<file path="src/inc/spi_slave_pkg.sv">
// package for the spi slave port and its master end
// assumes: both ends run from one 50 MHz system clock
package spi_slave_pkg;
	// register map
	localparam logic [7:0] addr_slave_config = 8'hbc;
	localparam logic [7:0] addr_slave_event_flags = 8'hbe;
	localparam logic [7:0] addr_slave_data_port = 8'hbf;
	// configuration fields
	localparam int cfg_slave_core_on = 0;
	localparam int cfg_sample_edge_select = 1;
	localparam int cfg_sck_idle_level = 2;
	localparam int cfg_bit_sequence_select = 3;
	localparam int cfg_mask_xfer_done_irq = 4;
	localparam int cfg_mask_select_fall_irq = 5;
	localparam int cfg_mask_select_rise_irq = 6;
	localparam logic [6:0] cfg_reset = 7'h70;
	// event flag fields
	localparam int evt_xfer_done_flag = 0;
	localparam int evt_select_fall_seen = 4;
	localparam int evt_select_rise_seen = 5;
	localparam logic [5:0] evt_reset = 6'h00;
	localparam logic [7:0] data_reset = 8'h00;
	// master controller registers
	localparam logic [7:0] addr_host_control = 8'h00;
	localparam logic [7:0] addr_host_tx = 8'h01;
	localparam logic [7:0] addr_host_rx = 8'h02;
	localparam logic [7:0] addr_host_status = 8'h03;
	localparam logic [7:0] addr_host_mask = 8'h04;
	localparam logic [7:0] addr_host_divider = 8'h05;
	localparam int hctl_polarity = 0;
	localparam int hctl_phase = 1;
	localparam int hctl_lsb_first = 2;
	localparam int hctl_select = 3;
	localparam logic [7:0] host_divider_reset = 8'h04;
	localparam int clk_sys_mhz = 50;
	localparam int bits_per_byte = 8;
endpackage

</file>
<file path="src/inc/spi_link_if.sv">
// serial link between spi slave port and external spi master
// assumes: the master end resolves the slave-out wire from its enable
`timescale 1ns/1ns
`default_nettype none
interface spi_link_if;
	logic slave_select_n;
	logic slave_serial_clock;
	logic slave_data_in;
	logic slave_data_out;
	logic slave_data_out_oe_n;
	modport device (
		input slave_select_n,
		input slave_serial_clock,
		input slave_data_in,
		output slave_data_out,
		output slave_data_out_oe_n
	);
	modport master (
		output slave_select_n,
		output slave_serial_clock,
		output slave_data_in,
		input slave_data_out,
		input slave_data_out_oe_n
	);
endinterface
`default_nettype wire

</file>
<file path="src/hdl/spi_slave_port.sv">
// spi slave port: configuration, event flags, data port, serial core
// assumes: link pins are asynchronous to clk_sys, sampled by two flops
//
// Chosen here: strobed register access.
`timescale 1ns/1ns
`default_nettype none
module spi_slave_port
	import spi_slave_pkg::*;
(
	input wire logic clk_sys, // system clock
	input wire logic rst, // async reset, high
	spi_link_if.device link, // serial pins
	input wire logic [7:0] reg_addr, // register address
	input wire logic [7:0] reg_wdata, // write data
	input wire logic reg_write, // write strobe
	input wire logic reg_read, // read strobe
	output logic [7:0] reg_rdata, // read data, cycle after read
	output logic irq // level interrupt
);
	typedef struct packed {
		logic [2:0] sel_sync;
		logic [2:0] sck_sync;
		logic [1:0] din_sync;
		logic [6:0] cfg;
		logic [5:0] evt;
		logic [7:0] rx_data;
		logic [7:0] tx_shift;
		logic [7:0] tx_wait;
		logic tx_wait_full;
		logic tx_spent;
		logic [7:0] rx_shift;
		logic [2:0] bit_cnt;
		logic dout;
		logic [7:0] rdata;
	} state_t;
	state_t cur, nxt;

	// ********************************************************************
	// helpers
	// ********************************************************************
	function automatic logic out_bit(input logic [7:0] b, input logic lsb);
		out_bit = lsb ? b[0] : b[7];
	endfunction

	function automatic logic [7:0] shift_on(input logic [7:0] b, input logic lsb);
		shift_on = lsb ? {1'b0, b[7:1]} : {b[6:0], 1'b0};
	endfunction

	// ********************************************************************
	// next state
	// ********************************************************************
	logic sel_n, sck_prev, sck_now, sel_prev, en, lsb, lead, trail, sample, shift;
	logic sel_fall, sel_rise;
	logic [5:0] events;
	always_comb
	begin
		nxt = cur;
		nxt.sel_sync = {cur.sel_sync[1:0], link.slave_select_n};
		nxt.sck_sync = {cur.sck_sync[1:0], link.slave_serial_clock};
		nxt.din_sync = {cur.din_sync[0], link.slave_data_in};
		sel_n = cur.sel_sync[1];
		sel_prev = cur.sel_sync[2];
		sck_now = cur.sck_sync[1];
		sck_prev = cur.sck_sync[2];
		en = cur.cfg[cfg_slave_core_on];
		lsb = cur.cfg[cfg_bit_sequence_select];
		// leading edge leaves the idle level
		lead = (sck_now != sck_prev) && (sck_prev == cur.cfg[cfg_sck_idle_level]);
		trail = (sck_now != sck_prev) && (sck_prev != cur.cfg[cfg_sck_idle_level]);
		sample = cur.cfg[cfg_sample_edge_select] ? trail : lead;
		shift = cur.cfg[cfg_sample_edge_select] ? lead : trail;
		sel_fall = en && sel_prev && !sel_n;
		sel_rise = en && !sel_prev && sel_n;
		events = '0;
		events[evt_select_rise_seen] = sel_rise;
		events[evt_select_fall_seen] = sel_fall;
		nxt.rdata = 8'h00;
		// read clears, a same-cycle event still sets
		if (reg_read)
		begin
			unique case (reg_addr)
				addr_slave_config: nxt.rdata = {1'b0, cur.cfg};
				addr_slave_event_flags:
				begin
					nxt.rdata = {2'b00, cur.evt};
					nxt.evt = evt_reset;
				end
				addr_slave_data_port: nxt.rdata = cur.rx_data;
				default: nxt.rdata = 8'h00;
			endcase
		end
		if (reg_write && reg_addr == addr_slave_config)
			nxt.cfg = reg_wdata[6:0];
		if (reg_write && reg_addr == addr_slave_data_port)
		begin
			if (sel_n && !cur.tx_wait_full)
			begin
				// while deselected only the shifted byte can be preloaded
				nxt.tx_shift = reg_wdata;
				nxt.dout = out_bit(reg_wdata, lsb);
			end
			else if (!sel_n && cur.tx_spent)
			begin
				// chain ran dry at byte end: refill the shifter itself
				nxt.tx_shift = reg_wdata;
				nxt.dout = out_bit(reg_wdata, lsb);
				nxt.tx_spent = 1'b0;
			end
			else if (!sel_n)
			begin
				nxt.tx_wait = reg_wdata;
				nxt.tx_wait_full = 1'b1;
			end
		end
		// the core is frozen while disabled
		if (en)
		begin
			if (sel_fall)
			begin
				nxt.bit_cnt = 3'd0;
				nxt.tx_spent = 1'b0;
				nxt.dout = out_bit(cur.tx_shift, lsb);
			end
			else if (!sel_n)
			begin
				if (sample)
				begin
					nxt.rx_shift = lsb ? {cur.din_sync[1], cur.rx_shift[7:1]}
						: {cur.rx_shift[6:0], cur.din_sync[1]};
					nxt.bit_cnt = cur.bit_cnt + 3'd1;
					if (cur.bit_cnt == 3'd7)
					begin
						nxt.rx_data = lsb ? {cur.din_sync[1], cur.rx_shift[7:1]}
							: {cur.rx_shift[6:0], cur.din_sync[1]};
						events[evt_xfer_done_flag] = 1'b1;
						if (cur.tx_wait_full)
						begin
							nxt.tx_shift = cur.tx_wait;
							nxt.tx_wait_full = 1'b0;
						end
						else
							nxt.tx_spent = 1'b1;
					end
				end
				if (shift && cur.bit_cnt != 3'd0)
				begin
					// phase 0 puts the first bit out at select fall, later bits on trail
					nxt.tx_shift = shift_on(cur.tx_shift, lsb);
					nxt.dout = out_bit(shift_on(cur.tx_shift, lsb), lsb);
				end
				else if (shift && cur.bit_cnt == 3'd0)
				begin
					nxt.tx_shift = (cur.tx_shift);
					nxt.dout = out_bit(cur.tx_shift, lsb);
				end
			end
		end
		nxt.evt = nxt.evt | events;
	end

	// ********************************************************************
	// registers
	// ********************************************************************
	always_ff @(posedge clk_sys or posedge rst)
	begin
		if (rst)
		begin
			cur <= '0;
			cur.sel_sync <= 3'b111;
			cur.cfg <= cfg_reset;
			cur.evt <= evt_reset;
			cur.rx_data <= data_reset;
		end
		else
			cur <= nxt;
	end

	// ********************************************************************
	// outputs
	// ********************************************************************
	assign reg_rdata = cur.rdata;
	assign irq = (cur.evt[evt_select_rise_seen] && !cur.cfg[cfg_mask_select_rise_irq])
		|| (cur.evt[evt_select_fall_seen] && !cur.cfg[cfg_mask_select_fall_irq])
		|| (cur.evt[evt_xfer_done_flag] && !cur.cfg[cfg_mask_xfer_done_irq]);
	assign link.slave_data_out = cur.dout;
	assign link.slave_data_out_oe_n = cur.sel_sync[1] || !cur.cfg[cfg_slave_core_on];
endmodule // spi_slave_port
`default_nettype wire

</file>
<file path="src/flat_wrapper.sv">
// flat-port wrapper written by rule: the top's interface ports become plain ports
module spi_slave_port_flat import spi_slave_pkg::*;
  (clk_sys, rst, reg_addr, reg_wdata, reg_write, reg_read, reg_rdata, irq, link_slave_select_n, link_slave_serial_clock, link_slave_data_in, link_slave_data_out, link_slave_data_out_oe_n);
  spi_link_if link_i ();
  input wire logic clk_sys;
  input wire logic rst;
  input wire logic [7:0] reg_addr;
  input wire logic [7:0] reg_wdata;
  input wire logic reg_write;
  input wire logic reg_read;
  output logic [7:0] reg_rdata;
  output logic irq;
  input wire logic [$bits(link_i.slave_select_n)-1:0] link_slave_select_n;
  input wire logic [$bits(link_i.slave_serial_clock)-1:0] link_slave_serial_clock;
  input wire logic [$bits(link_i.slave_data_in)-1:0] link_slave_data_in;
  output wire logic [$bits(link_i.slave_data_out)-1:0] link_slave_data_out;
  output wire logic [$bits(link_i.slave_data_out_oe_n)-1:0] link_slave_data_out_oe_n;
  assign link_i.slave_select_n = link_slave_select_n;
  assign link_i.slave_serial_clock = link_slave_serial_clock;
  assign link_i.slave_data_in = link_slave_data_in;
  assign link_slave_data_out = link_i.slave_data_out;
  assign link_slave_data_out_oe_n = link_i.slave_data_out_oe_n;
  spi_slave_port u_core (.clk_sys(clk_sys), .rst(rst), .link(link_i), .reg_addr(reg_addr), .reg_wdata(reg_wdata), .reg_write(reg_write), .reg_read(reg_read), .reg_rdata(reg_rdata), .irq(irq));
endmodule
</file>
<file path="config.mk">
export PLATFORM = sky130hd
export DESIGN_NAME = spi_slave_port_flat
export DESIGN_NICKNAME = d
export VERILOG_FILES = /design/src/inc/spi_slave_pkg.sv /design/src/inc/spi_link_if.sv /design/src/hdl/spi_slave_port.sv /design/src/flat_wrapper.sv
export SDC_FILE = /design/constraint.sdc
export NUM_CORES = 1
export LEC_CHECK = 0
export BUFFER_PORTS_ARGS = -buffer_cell sky130_fd_sc_hd__buf_4
export CORE_UTILIZATION = 60
export CTS_BUF_LIST = sky130_fd_sc_hd__clkbuf_8
export DETAILED_ROUTE_END_ITERATION = 8
export GPL_TIMING_DRIVEN = 0
export PLACE_DENSITY = 0.81
export RECOVER_POWER = 50
export SKIP_LAST_GASP = 1
export SYNTH_ARGS = -nofsm -noshare
export SYNTH_HDL_FRONTEND = slang
export SYNTH_SLANG_ARGS = --single-unit
export TNS_END_PERCENT = 1
</file>
<file path="constraint.sdc">
create_clock -name clk_sys -period 6.6 [get_ports clk_sys]
set_clock_uncertainty 0.1 [all_clocks]
set_input_delay 1.32 -clock clk_sys [delete_from_list [all_inputs] [get_ports clk_sys]]
set_output_delay 1.32 -clock clk_sys [all_outputs]
set_load 0.02 [all_outputs]
</file>
==> results of run 1 <==
## worst max-delay path: stages
cell	delay, ns
sky130_fd_sc_hd__clkbuf_4	0.11
sky130_fd_sc_hd__inv_1	0.65
sky130_fd_sc_hd__clkbuf_1	1.56
## registers in the layout, indices dropped and copies added (netlist names)
| signal | cells |
|---|---|
| u_core.reg_rdata | 8 |
| u_core.link.slave_data_out | 1 |
| u_core.cur | 55 |
## area by class of cell
type | count | area [um2] | area share
inverter | 11 | 41.3 | 0.0111
timing repair buffer | 33 | 244 | 0.0657
clock buffer | 10 | 138 | 0.0371
clock inverter | 5 | 50.0 | 0.0135
multi-input combinational | 207 | 1440 | 0.388
buffer | 18 | 103 | 0.0276
sequential | 64 | 1610 | 0.434
tap | 70 | 87.6 | 0.0236
## per-stage QoR
stage	instances	total power [uW]	utilization
2_1_floorplan	300	512	-
3_3_place_gp	402	549	0.689
3_5_place_dp	403	555	0.693
4_1_cts	418	878	0.730
5_1_grt	418	904	0.727
6_report	418	874	0.727
## report_power, final
part	switching, uW	internal (uW)	total [uW]	leakage, uW
Clock	148	179	327	0.000101
Combinational	59.1	49.2	108	0.000717
Sequential	21.2	417	438	0.000846
## Yosys cell counts, types with 2 or more instances
| master | n |
|---|---|
| sky130_fd_sc_hd__or2_2 | 3 |
| sky130_fd_sc_hd__o22a_1 | 3 |
| sky130_fd_sc_hd__a21oi_1 | 21 |
| sky130_fd_sc_hd__nand2_1 | 25 |
| sky130_fd_sc_hd__nor3_1 | 7 |
| sky130_fd_sc_hd__inv_1 | 11 |
| sky130_fd_sc_hd__nor2b_1 | 4 |
| sky130_fd_sc_hd__o21ai_0 | 19 |
| sky130_fd_sc_hd__buf_2 | 4 |
| sky130_fd_sc_hd__a22oi_1 | 5 |
| sky130_fd_sc_hd__clkbuf_1 | 4 |
| sky130_fd_sc_hd__nand2b_1 | 8 |
| sky130_fd_sc_hd__a22o_1 | 3 |
| sky130_fd_sc_hd__buf_4 | 8 |
| sky130_fd_sc_hd__o221ai_1 | 2 |
| sky130_fd_sc_hd__dfrtp_1 | 58 |
| sky130_fd_sc_hd__buf_1 | 2 |
| sky130_fd_sc_hd__o221a_1 | 2 |
| sky130_fd_sc_hd__mux2_2 | 21 |
| sky130_fd_sc_hd__mux2i_1 | 16 |
| sky130_fd_sc_hd__ha_1 | 3 |
| sky130_fd_sc_hd__nand3_1 | 6 |
| sky130_fd_sc_hd__a211oi_1 | 4 |
| sky130_fd_sc_hd__dfstp_2 | 6 |
| sky130_fd_sc_hd__o211ai_1 | 7 |
| sky130_fd_sc_hd__a2bb2oi_1 | 5 |
| sky130_fd_sc_hd__nor2_1 | 26 |
## worst max-delay path by stage
stage / from / end / slack [ns] / depth (start not counted)
6_report: rst / u_core.cur[29]$_DFFE_PP0P_ / 2.88 / 3
5_1_grt: rst / u_core.link.slave_data_out$_DFF_PP0_ / 2.29 / 3
4_1_cts: u_core.cur[65]$_DFF_PP1_ / link_slave_data_out_oe_n / 3.59 / 4
3_5_place_dp: reg_addr[6] / u_core.cur[24]$_DFFE_PP0P_ / 3.27 / 6
3_3_place_gp: rst / u_core.cur[35]$_DFFE_PP0P_ / 2.83 / 2
2_1_floorplan: rst / u_core.cur[10]$_DFFE_PP0P_ / 3.59 / 1
## cell families (layout without fill, tap and decap cells)
family | after synthesis | in the layout | synth area share
AOI/OAI and AO/OA | 79 | 79 | 0.171
xor gates and xnor gates | 1 | 1 | 0.00510
adders and majority gates | 3 | 3 | 0.0118
buffers and inverters | 29 | 77 | 0.0451
DFF | 64 | 64 | 0.504
muxes | 37 | 37 | 0.124
and+or+nand+nor | 87 | 87 | 0.138
## metal layers
layer | vias up | track usage
met5 | - | 0
met4 | 0 | 0.140
met3 | 12 | 0.0509
met2 | 71 | 0.420
met1 | 1223 | 0.382
li1 | 1157 | -
==> run_summary.xml, run 1 <==
<?xml version="1.0" encoding="UTF-8"?>
<metrics>
  <group name="drt">
    <metric name="ant_nets" unit="">0</metric>
    <metric name="remaining_routing_drc_violations" unit="">0</metric>
    <metric name="drt-pass1-iter-count" unit="">4</metric>
    <metric name="route.detailed.vias_per_inst" unit="">5.89</metric>
    <metric name="dr_total_vias" unit="">2463</metric>
    <metric name="topRoutingLayerUsed" unit="">met4</metric>
    <metric name="met3RoutedLength" unit="um">293</metric>
    <metric name="route.detailed.wl_per_inst" unit="um">16.6</metric>
    <metric name="wl_met2" unit="um">3240</metric>
    <metric name="dr.first_iter.drc_count" unit="">217</metric>
    <metric name="met1_layer_wirelength_in_the_final_routing" unit="um">3250</metric>
    <metric name="routed_wl" unit="um">6950</metric>
  </group>
  <group name="sta">
    <metric name="worst_pin_slew" unit="ns">2.08</metric>
    <metric name="tns" unit="ns">0</metric>
    <metric name="max-slew-margin-rel" unit="">-0.388</metric>
    <metric name="timing.final.ws_setup" unit="ns">2.88</metric>
    <metric name="report.final.setup_viol" unit="">0</metric>
    <metric name="rsz_0062_raised_after_global_routing" unit="">false</metric>
    <metric name="finalHoldViolCount" unit="">0</metric>
    <metric name="final.hold.worst_slack" unit="ns">0.248</metric>
    <metric name="final_max_slew_viol_count" unit="">41</metric>
    <metric name="final_worst_path_cycle_share" unit="">0.563</metric>
    <metric name="layout_min_cycle_time" unit="ns">3.72</metric>
    <metric name="max_freq" unit="MHz">269</metric>
  </group>
  <group name="critical_path">
    <metric name="critPathMaxFanout" unit="">40</metric>
    <metric name="crit-reg2reg-launch" unit="">u_core.cur[53]$_DFFE_PP0P_</metric>
    <metric name="critPathArrivalTime" unit="ns">3.65</metric>
    <metric name="regToRegSetupSlack" unit="ns">4.12</metric>
    <metric name="critPathRequiredTime" unit="ns">6.53</metric>
    <metric name="rr_worst_depth" unit="">6</metric>
    <metric name="critPathKind" unit="">in -&gt; async</metric>
    <metric name="timing.critical_path.from_type" unit="">input pin</metric>
    <metric name="timing.critical_path.to_type" unit="">asynchronous set/reset pin</metric>
    <metric name="crit-reg2reg-capture" unit="">u_core.cur[19]$_DFFE_PP0P_</metric>
  </group>
  <group name="synth">
    <metric name="syn_nets" unit="">326</metric>
    <metric name="synth.yosys.seq_area_share" unit="">0.504</metric>
    <metric name="synth-async-reset-ratio" unit="">1.00</metric>
    <metric name="synthFlopType" unit="">sky130_fd_sc_hd__dfrtp_1</metric>
    <metric name="netlist_instances" unit="">300</metric>
    <metric name="synth_cell_types" unit="">44</metric>
    <metric name="synthesis.area_per_instance" unit="um2">10.6</metric>
    <metric name="netlist.area_leader.share" unit="">0.455</metric>
    <metric name="post_synth_edffs" unit="">0</metric>
    <metric name="post_synth_instance_area" unit="um2">3190</metric>
    <metric name="cell_taking_the_most_area_after_synthesis" unit="">sky130_fd_sc_hd__dfrtp_1</metric>
    <metric name="cell_types_occupying_the_most_area_after_synthesis" unit="">sky130_fd_sc_hd__dfrtp_1, sky130_fd_sc_hd__mux2_2, sky130_fd_sc_hd__mux2i_1</metric>
    <metric name="synth.ff_latch_count" unit="">64</metric>
    <metric name="synth.yosys.warnings" unit="">0</metric>
  </group>
  <group name="cts">
    <metric name="cts_hold_buffers" unit="">0</metric>
    <metric name="path_clk_slew" unit="ns">0.07</metric>
    <metric name="clock_tree.root_cell" unit="">sky130_fd_sc_hd__clkbuf_8</metric>
    <metric name="clock_sinks" unit="">64</metric>
    <metric name="worstSkewPairLatency" unit="ns">0.34</metric>
    <metric name="tritoncts.num_buffers" unit="">9</metric>
    <metric name="cts.htree.levels" unit="">3</metric>
    <metric name="post_cts_resized" unit="">0</metric>
    <metric name="tritoncts" unit="">yes</metric>
    <metric name="clock_path_buffers" unit="">2</metric>
    <metric name="post_cts.repair.setup_buffers" unit="">0</metric>
  </group>
  <group name="global_route">
    <metric name="grt.total_usage" unit="">0.276</metric>
    <metric name="first_pass_grt_wire_length" unit="um">11100</metric>
    <metric name="grt_pass1_vias" unit="">2268</metric>
    <metric name="globalRouteOverflowTotal" unit="">0</metric>
    <metric name="grt_antenna_before_repair" unit="">0</metric>
    <metric name="grt_start_max_net_pins" unit="">41</metric>
  </group>
  <group name="cells_and_area">
    <metric name="post_layout_instance_area" unit="um2">3710</metric>
    <metric name="mostFrequentLayoutCell" unit="">sky130_fd_sc_hd__dfrtp_1</metric>
    <metric name="filler_cell_count" unit="">382</metric>
    <metric name="flow.area_growth_from_synthesis" unit="%">16.3</metric>
    <metric name="layout_common_cells" unit="">sky130_fd_sc_hd__dfrtp_1, sky130_fd_sc_hd__buf_4, sky130_fd_sc_hd__nor2_1</metric>
    <metric name="final_net_count" unit="">370</metric>
    <metric name="final_layout_size_suffix_gt1_frac" unit="">0.270</metric>
    <metric name="insertedDiodeCount" unit="">0</metric>
  </group>
  <group name="outcome">
    <metric name="outcome" unit="">finished with violations</metric>
    <metric name="violated_checks" unit="">max-capacitance violations, max-slew violations</metric>
  </group>
  <group name="hold_path">
    <metric name="timing.hold.worst_path_depth" unit="">0</metric>
    <metric name="timing.hold.worst.start" unit="">u_core.cur[59]$_DFF_PP0_</metric>
    <metric name="worstHoldPathType" unit="">reg -&gt; reg</metric>
    <metric name="worstHoldEndpoint" unit="">u_core.cur[60]$_DFF_PP0_</metric>
  </group>
  <group name="floorplan">
    <metric name="die_height" unit="um">74.9</metric>
    <metric name="io-pin-count" unit="">34</metric>
    <metric name="core_area" unit="um2">5110</metric>
    <metric name="die_area" unit="um2">5620</metric>
    <metric name="die_width" unit="um">74.9</metric>
    <metric name="initial_util" unit="">0.625</metric>
    <metric name="placement_rows" unit="">26</metric>
  </group>
  <group name="placement">
    <metric name="gp_congestion" unit="">0.900</metric>
    <metric name="pre_cts_slack" unit="ns">3.27</metric>
    <metric name="buffer_ports.inserted" unit="">32</metric>
    <metric name="placed_area" unit="um2">3540</metric>
    <metric name="post-dp-hpwl" unit="um">4980</metric>
  </group>
  <group name="pwr">
    <metric name="peakVddDrop" unit="V">0.000160</metric>
    <metric name="p_leak" unit="uW">0.00166</metric>
    <metric name="cellPowerDensity" unit="nW/um2">235</metric>
  </group>
  <group name="flow_run">
    <metric name="maxCapViolCount" unit="">1</metric>
  </group>
</metrics>
(Power assumes the default switching activity.)
==> inputs of run 2 (changes only) <==
--- a/config.mk
+++ b/config.mk
@@ -6,11 +6,11 @@
 export NUM_CORES = 1
 export LEC_CHECK = 0
 export BUFFER_PORTS_ARGS = -buffer_cell sky130_fd_sc_hd__buf_4
-export CORE_UTILIZATION = 60
+export CORE_UTILIZATION = 55
 export CTS_BUF_LIST = sky130_fd_sc_hd__clkbuf_8
 export DETAILED_ROUTE_END_ITERATION = 8
 export GPL_TIMING_DRIVEN = 0
-export PLACE_DENSITY = 0.81
+export PLACE_DENSITY = 0.78
 export RECOVER_POWER = 50
 export SKIP_LAST_GASP = 1
 export SYNTH_ARGS = -nofsm -noshare
==> constraint.sdc (replaced) <==
create_clock -name clk_sys -period 3.38 [get_ports clk_sys]
set_clock_uncertainty 0.1 [all_clocks]
set_input_delay 0.676 -clock clk_sys [delete_from_list [all_inputs] [get_ports clk_sys]]
set_output_delay 0.676 -clock clk_sys [all_outputs]
set_load 0.02 [all_outputs]
==> run 2 against run 1 <==
Against the previous run: the flow now finishes without violations; highest routed layer unchanged; largest cell class unchanged; core utilization is 5.9 points lower; critical endpoint is now link_slave_data_out_oe_n; clock power increased by 79%; largest power group unchanged; clock-buffer cell count unchanged; critical path depth grew 1.
==> run_summary.xml, run 2 (synthesis results as in run 1) <==
<?xml version="1.0" encoding="UTF-8"?>
<metrics>
  <group name="outcome">
    <metric name="outcome" unit="">complete, no violations</metric>
  </group>
  <group name="critical_path">
    <metric name="critPathRequiredTime" unit="ns">2.60</metric>
    <metric name="timing.critical_path.to_type" unit="">output port</metric>
    <metric name="critPathMaxFanout" unit="">8</metric>
    <metric name="critPathArrivalTime" unit="ns">1.69</metric>
    <metric name="critPathKind" unit="">reg -&gt; out</metric>
    <metric name="timing.critical_path.from_type" unit="">register</metric>
  </group>
  <group name="cts">
    <metric name="clock_path_buffers" unit="">2</metric>
    <metric name="tritoncts" unit="">yes</metric>
    <metric name="clock_sinks" unit="">64</metric>
    <metric name="tritoncts.num_buffers" unit="">9</metric>
    <metric name="path_clk_slew" unit="ns">0.07</metric>
    <metric name="post_cts.repair.setup_buffers" unit="">0</metric>
    <metric name="cts.htree.levels" unit="">3</metric>
    <metric name="worstSkewPairLatency" unit="ns">0.34</metric>
    <metric name="cts_hold_buffers" unit="">0</metric>
    <metric name="post_cts_resized" unit="">0</metric>
    <metric name="clock_tree.root_cell" unit="">sky130_fd_sc_hd__clkbuf_8</metric>
  </group>
  <group name="global_route">
    <metric name="grt_antenna_before_repair" unit="">0</metric>
    <metric name="grt_start_max_net_pins" unit="">44</metric>
    <metric name="grt_pass1_vias" unit="">2288</metric>
    <metric name="globalRouteOverflowTotal" unit="">0</metric>
    <metric name="first_pass_grt_wire_length" unit="um">11500</metric>
    <metric name="grt.total_usage" unit="">0.249</metric>
  </group>
  <group name="cells_and_area">
    <metric name="mostFrequentLayoutCell" unit="">sky130_fd_sc_hd__dfrtp_1</metric>
    <metric name="largest_register" unit="">u_core.cur</metric>
    <metric name="filler_cell_count" unit="">454</metric>
    <metric name="flow.area_growth_from_synthesis" unit="%">16.0</metric>
    <metric name="insertedDiodeCount" unit="">0</metric>
    <metric name="final_standard_cell_count_with_taps_included_and_fillers_excluded" unit="">421</metric>
    <metric name="final_net_count" unit="">370</metric>
    <metric name="layout_common_cells" unit="">sky130_fd_sc_hd__dfrtp_1, sky130_fd_sc_hd__buf_4, sky130_fd_sc_hd__nor2_1</metric>
    <metric name="final_layout_size_suffix_gt1_frac" unit="">0.278</metric>
    <metric name="largest_register_ff_count" unit="">55</metric>
  </group>
  <group name="sta">
    <metric name="rsz_0062_raised_after_global_routing" unit="">false</metric>
    <metric name="final_worst_path_cycle_share" unit="">0.729</metric>
    <metric name="finalHoldViolCount" unit="">0</metric>
    <metric name="max_freq" unit="MHz">406</metric>
    <metric name="tns" unit="ns">0</metric>
    <metric name="report.final.setup_viol" unit="">0</metric>
    <metric name="layout_min_cycle_time" unit="ns">2.46</metric>
    <metric name="worst_pin_slew" unit="ns">1.06</metric>
    <metric name="final_max_slew_viol_count" unit="">0</metric>
    <metric name="max-slew-margin-rel" unit="">0.291</metric>
  </group>
  <group name="floorplan">
    <metric name="die_width" unit="um">78.2</metric>
    <metric name="initial_util" unit="">0.576</metric>
    <metric name="die_area" unit="um2">6110</metric>
    <metric name="core_area" unit="um2">5540</metric>
    <metric name="io-pin-count" unit="">34</metric>
    <metric name="die_height" unit="um">78.2</metric>
    <metric name="placement_rows" unit="">27</metric>
  </group>
  <group name="pwr">
    <metric name="p_leak" unit="uW">0.00165</metric>
    <metric name="peakVddDrop" unit="V">0.000412</metric>
    <metric name="cellPowerDensity" unit="nW/um2">446</metric>
  </group>
  <group name="drt">
    <metric name="dr.first_iter.drc_count" unit="">350</metric>
    <metric name="route.detailed.vias_per_inst" unit="">5.76</metric>
    <metric name="routed_wl" unit="um">6750</metric>
    <metric name="remaining_routing_drc_violations" unit="">0</metric>
    <metric name="route.detailed.wl_per_inst" unit="um">16.0</metric>
    <metric name="dr_total_vias" unit="">2425</metric>
    <metric name="ant_nets" unit="">0</metric>
    <metric name="drt-pass1-iter-count" unit="">6</metric>
  </group>
  <group name="placement">
    <metric name="post-dp-hpwl" unit="um">4820</metric>
    <metric name="buffer_ports.inserted" unit="">32</metric>
    <metric name="gp_congestion" unit="">0.881</metric>
    <metric name="place_inst" unit="">405</metric>
  </group>
  <group name="hold_path">
    <metric name="worstHoldPathType" unit="">reg -&gt; reg</metric>
  </group>
  <group name="flow_run">
    <metric name="maxCapViolCount" unit="">0</metric>
  </group>
</metrics>
## run 2: changes by cell type in the layout (fill, tap and decap cells not counted), sizes merged
cell / previous run / this run
bufinv: 1 / 0
clkinvlp: 1 / 3
clkinv: 1 / 2
inv: 13 / 12
## run 2: metrics by stage
stage | instance area [um2] | hold WS [ns] | util | power, uW | setup slack (ns)
after floorplan | 3190 | 0.231 | - | 999 | 1.02
after global placement | 3520 | 0.233 | 0.636 | 1070 | 0.272
after detailed placement | 3540 | 0.237 | 0.639 | 1080 | 0.657
after CTS | 3720 | 0.251 | 0.671 | 1660 | 0.955
after global routing | 3700 | 0.259 | 0.668 | 1720 | 0.744
final | 3700 | 0.250 | 0.668 | 1650 | 0.917
## run 2: report_power, final
group	switching, uW	internal [uW]	leakage [uW]
combinational	112	96.2	0.000720
clock	304	280	0.0000855
sequential	41.9	814	0.000846
## run 2: worst paths after layout
kind / from / end / slack, ns / cells after the start
max: u_core.cur[65]$_DFF_PP1_ / link_slave_data_out_oe_n / 0.92 / 4
min: u_core.cur[61]$_DFF_PP0_ / u_core.cur[62]$_DFF_PP0_ / 0.25 / 0
max reg2reg: u_core.cur[53]$_DFFE_PP0P_ / u_core.cur[12]$_DFFE_PP0P_ / 0.92 / 6
min reg2reg: u_core.cur[61]$_DFF_PP0_ / u_core.cur[62]$_DFF_PP0_ / 0.25 / 0
max in group asynchronous: rst / u_core.cur[54]$_DFFE_PP0P_ / 1.29 / 3
min in group asynchronous: rst / u_core.cur[16]$_DFFE_PP0P_ / 0.37 / 2
## run 2: per-layer routing
metal / global-route usage / wire (um) / vias to the layer above
met5: 0 / 0 / -
met4: 0.109 / 99 / 0
met3: 0.0500 / 390 / 11
met2: 0.347 / 3030 / 78
met1: 0.374 / 3220 / 1181
li1: - / - / 1155
## run 2: cell type report
type                       instances  area, um2  area share
buffer                            18        103      0.0277
clock buffer                      10        138      0.0372
clock inverter                     6       36.3     0.00980
inverter                          11       41.3      0.0112
multi-input combinational        207       1440       0.389
sequential                        64       1610       0.435
tap                               72       90.1      0.0243
timing repair buffer              33        245      0.0663
## run 2: worst max-delay path, cell delays in order, from the launching register on
cell	delay, ns
sky130_fd_sc_hd__dfstp_1	0.72
sky130_fd_sc_hd__nor2b_1	0.08
sky130_fd_sc_hd__clkbuf_1	0.20
sky130_fd_sc_hd__inv_1	0.18
sky130_fd_sc_hd__buf_4	0.17
==> inputs of run 3 (changes only) <==
--- a/config.mk
+++ b/config.mk
@@ -6,11 +6,11 @@
 export NUM_CORES = 1
 export LEC_CHECK = 0
 export BUFFER_PORTS_ARGS = -buffer_cell sky130_fd_sc_hd__buf_4
-export CORE_UTILIZATION = 55
+export CORE_UTILIZATION = 60
 export CTS_BUF_LIST = sky130_fd_sc_hd__clkbuf_8
 export DETAILED_ROUTE_END_ITERATION = 8
 export GPL_TIMING_DRIVEN = 0
-export PLACE_DENSITY = 0.78
+export PLACE_DENSITY = 0.81
 export RECOVER_POWER = 50
 export SKIP_LAST_GASP = 1
 export SYNTH_ARGS = -nofsm -noshare
==> constraint.sdc (replaced) <==
create_clock -name clk_sys -period 2.55 [get_ports clk_sys]
set_clock_uncertainty 0.1 [all_clocks]
set_input_delay 0.51 -clock clk_sys [delete_from_list [all_inputs] [get_ports clk_sys]]
set_output_delay 0.51 -clock clk_sys [all_outputs]
set_load 0.02 [all_outputs]
==> run 3 against run 2 <==
Against the previous run: routed wire length rose by 3.1%; flip-flop and latch count did not move; critical path type is now reg -> reg; register-to-register slack got worse by 0.87 ns; largest power group unchanged; sequential power rose by 33%; die area fell by 8.1%; via count rose by 0.99%.
==> run_summary.xml, run 3 (synthesis results as in run 1) <==
<?xml version="1.0" encoding="UTF-8"?>
<metrics>
  <group name="critical_path">
    <metric name="critPathMaxStageDelay" unit="ns">0.76</metric>
    <metric name="timing.critical_path.slowest_stage_cell" unit="">sky130_fd_sc_hd__mux2i_1</metric>
    <metric name="crit_chain" unit="">xnor2_2 -&gt; mux2i_1 -&gt; nor2_2 -&gt; buf_2 -&gt; nor2_1 -&gt; a21oi_1</metric>
    <metric name="regToRegSetupSlack" unit="ns">0.05</metric>
    <metric name="crit-reg2reg-capture" unit="">u_core.cur[19]$_DFFE_PP0P_</metric>
    <metric name="critPathRequiredTime" unit="ns">2.67</metric>
    <metric name="rr_worst_depth" unit="">6</metric>
    <metric name="timing.critical_path.to_type" unit="">register</metric>
    <metric name="timing.critical_path.from_type" unit="">register</metric>
    <metric name="crit_buf_inv" unit="">1</metric>
    <metric name="critPathLaunch" unit="">u_core.cur[53]$_DFFE_PP0P_</metric>
    <metric name="critPathMaxFanout" unit="">10</metric>
    <metric name="crit-reg2reg-launch" unit="">u_core.cur[53]$_DFFE_PP0P_</metric>
    <metric name="critPathKind" unit="">reg -&gt; reg</metric>
    <metric name="largest_delay_share_family_worst_path" unit="">multiplexers</metric>
    <metric name="critPathArrivalTime" unit="ns">2.62</metric>
  </group>
  <group name="pwr">
    <metric name="p_comb_frac" unit="">0.125</metric>
    <metric name="seq_power_share" unit="">0.503</metric>
    <metric name="cellPowerDensity" unit="nW/um2">607</metric>
    <metric name="internal_portion_of_total_power" unit="uW">1670</metric>
    <metric name="share_clk_of_total_power" unit="">0.372</metric>
    <metric name="power.switching_fraction" unit="">0.259</metric>
    <metric name="switching_power" unit="uW">585</metric>
    <metric name="p_leak" unit="uW">0.00166</metric>
    <metric name="peakVddDrop" unit="V">0.000410</metric>
  </group>
  <group name="sta">
    <metric name="max_freq" unit="MHz">400</metric>
    <metric name="report.final.setup_viol" unit="">0</metric>
    <metric name="final_worst_path_cycle_share" unit="">0.980</metric>
    <metric name="worst_pin_slew" unit="ns">0.986</metric>
    <metric name="max-slew-margin-rel" unit="">0.343</metric>
    <metric name="finalHoldViolCount" unit="">0</metric>
    <metric name="rsz_0062_raised_after_global_routing" unit="">true</metric>
    <metric name="final_max_slew_viol_count" unit="">0</metric>
    <metric name="timing.final.ws_setup" unit="ns">0.0507</metric>
    <metric name="layout_min_cycle_time" unit="ns">2.50</metric>
  </group>
  <group name="cells_and_area">
    <metric name="mostFrequentLayoutCell" unit="">sky130_fd_sc_hd__dfrtp_1</metric>
    <metric name="fin_util" unit="">0.728</metric>
    <metric name="layout_common_cells" unit="">sky130_fd_sc_hd__dfrtp_1, sky130_fd_sc_hd__buf_4, sky130_fd_sc_hd__nor2_1</metric>
    <metric name="flow.area_growth_from_synthesis" unit="%">16.4</metric>
    <metric name="largest_register" unit="">u_core.cur</metric>
    <metric name="final_layout_size_suffix_gt1_frac" unit="">0.279</metric>
    <metric name="largest_register_ff_count" unit="">55</metric>
    <metric name="final_net_count" unit="">370</metric>
    <metric name="insertedDiodeCount" unit="">0</metric>
  </group>
  <group name="global_route">
    <metric name="grt.total_usage" unit="">0.276</metric>
    <metric name="grt_start_max_net_pins" unit="">41</metric>
    <metric name="first_pass_grt_wire_length" unit="um">11100</metric>
    <metric name="grt_antenna_before_repair" unit="">0</metric>
    <metric name="globalRouteOverflowTotal" unit="">0</metric>
    <metric name="grt_pass1_vias" unit="">2268</metric>
  </group>
  <group name="floorplan">
    <metric name="die_height" unit="um">74.9</metric>
    <metric name="die_area" unit="um2">5620</metric>
    <metric name="placement_rows" unit="">26</metric>
    <metric name="die_width" unit="um">74.9</metric>
    <metric name="io-pin-count" unit="">34</metric>
    <metric name="core_area" unit="um2">5110</metric>
    <metric name="initial_util" unit="">0.625</metric>
  </group>
  <group name="cts">
    <metric name="cts_hold_buffers" unit="">0</metric>
    <metric name="clock_path_buffers" unit="">2</metric>
    <metric name="clock_sinks" unit="">64</metric>
    <metric name="worstSkewPairLatency" unit="ns">0.34</metric>
    <metric name="cts.htree.levels" unit="">3</metric>
    <metric name="tritoncts.num_buffers" unit="">9</metric>
    <metric name="tritoncts" unit="">yes</metric>
    <metric name="clock_tree.root_cell" unit="">sky130_fd_sc_hd__clkbuf_8</metric>
    <metric name="path_clk_slew" unit="ns">0.07</metric>
  </group>
  <group name="drt">
    <metric name="routed_wl" unit="um">6960</metric>
    <metric name="remaining_routing_drc_violations" unit="">0</metric>
    <metric name="drt-pass1-iter-count" unit="">4</metric>
    <metric name="dr.first_iter.drc_count" unit="">203</metric>
    <metric name="ant_nets" unit="">0</metric>
    <metric name="route.detailed.vias_per_inst" unit="">5.86</metric>
    <metric name="dr_total_vias" unit="">2449</metric>
    <metric name="route.detailed.wl_per_inst" unit="um">16.6</metric>
  </group>
  <group name="flow_run">
    <metric name="maxCapViolCount" unit="">0</metric>
  </group>
  <group name="placement">
    <metric name="buffer_ports.inserted" unit="">32</metric>
    <metric name="post-dp-hpwl" unit="um">4980</metric>
    <metric name="gp_congestion" unit="">0.900</metric>
    <metric name="pre_cts_slack" unit="ns">0.0340</metric>
  </group>
  <group name="hold_path">
    <metric name="timing.hold.worst_path_depth" unit="">1</metric>
    <metric name="worstHoldPathType" unit="">in -&gt; reg</metric>
    <metric name="worstHoldEndpoint" unit="">u_core.cur[64]$_DFF_PP1_</metric>
    <metric name="timing.hold.worst.start" unit="">link_slave_select_n</metric>
  </group>
  <group name="outcome">
    <metric name="outcome" unit="">complete, no violations</metric>
  </group>
</metrics>
==> run 3: changes by cell type in the layout (fill, tap and decap cells not counted) <==
cell                         previous run  this run
sky130_fd_sc_hd__clkinv_2               2         1
sky130_fd_sc_hd__mux2i_1               16        15
sky130_fd_sc_hd__inv_1                 12        13
sky130_fd_sc_hd__bufinv_16              0         1
sky130_fd_sc_hd__dfstp_2                5         6
sky130_fd_sc_hd__mux2i_2                0         1
sky130_fd_sc_hd__clkinvlp_4             3         1
sky130_fd_sc_hd__dfstp_1                1         0
==> run 3: area by class of cell <==
type	instances	area [um2]
Buffer	18	103
Clock inverter	5	50.0
Inverter	11	41.3
Sequential cell	64	1610
Clock buffer	10	138
Fill cell	380	1390
Tap cell	70	87.6
Multi-Input combinational cell	207	1440
Timing Repair Buffer	33	245
==> run 3: through the flow <==
stage	power (uW)	instances	area (um2)	hold slack (ns)	setup TNS [ns]
2_1_floorplan	1320	300	3190	0.231	0
3_3_place_gp	1420	402	3520	0.232	-23.44
3_5_place_dp	1440	403	3540	0.236	0
4_1_cts	2270	418	3730	0.134	0
5_1_grt	2340	418	3720	0.166	-0.187
6_report	2260	418	3720	0.181	0
==> run 3: worst max path at each step <==
| stage | to | slack, ns | cells after the start |
|---|---|---|---|
| after global placement | u_core.cur[35]$_DFFE_PP0P_ | -0.41 | 2 |
| after floorplan | u_core.cur[10]$_DFFE_PP0P_ | 0.35 | 1 |
| final | u_core.cur[19]$_DFFE_PP0P_ | 0.05 | 6 |
| after global routing | u_core.cur[31]$_DFFE_PP0P_ | -0.04 | 6 |
| after detailed placement | u_core.cur[24]$_DFFE_PP0P_ | 0.03 | 6 |
| after CTS | u_core.cur[19]$_DFFE_PP0P_ | 0.08 | 6 |
==> run 3: layer usage <==
layer	vias to the layer above	share of wire	global-route usage
met4	0	0.014	0.140
met5	-	0	0
met2	71	0.47	0.420
met1	1212	0.47	0.382
met3	9	0.046	0.0509
li1	1157	-	-
==> run 3: power groups by stage <==
stage	Combinational, uW	Sequential [uW]	Clock, uW
floorplan	183	1140	0
global placement	273	1150	0
detailed placement	285	1150	0
CTS	286	1130	853
global route	310	1140	889
finish	282	1140	840
==> run 3: what timing repair did <==
action | CTS | global route
gates resized for setup | 0 | 1
buffers inserted | 0 | 0
setup endpoints to repair | 0 | 14
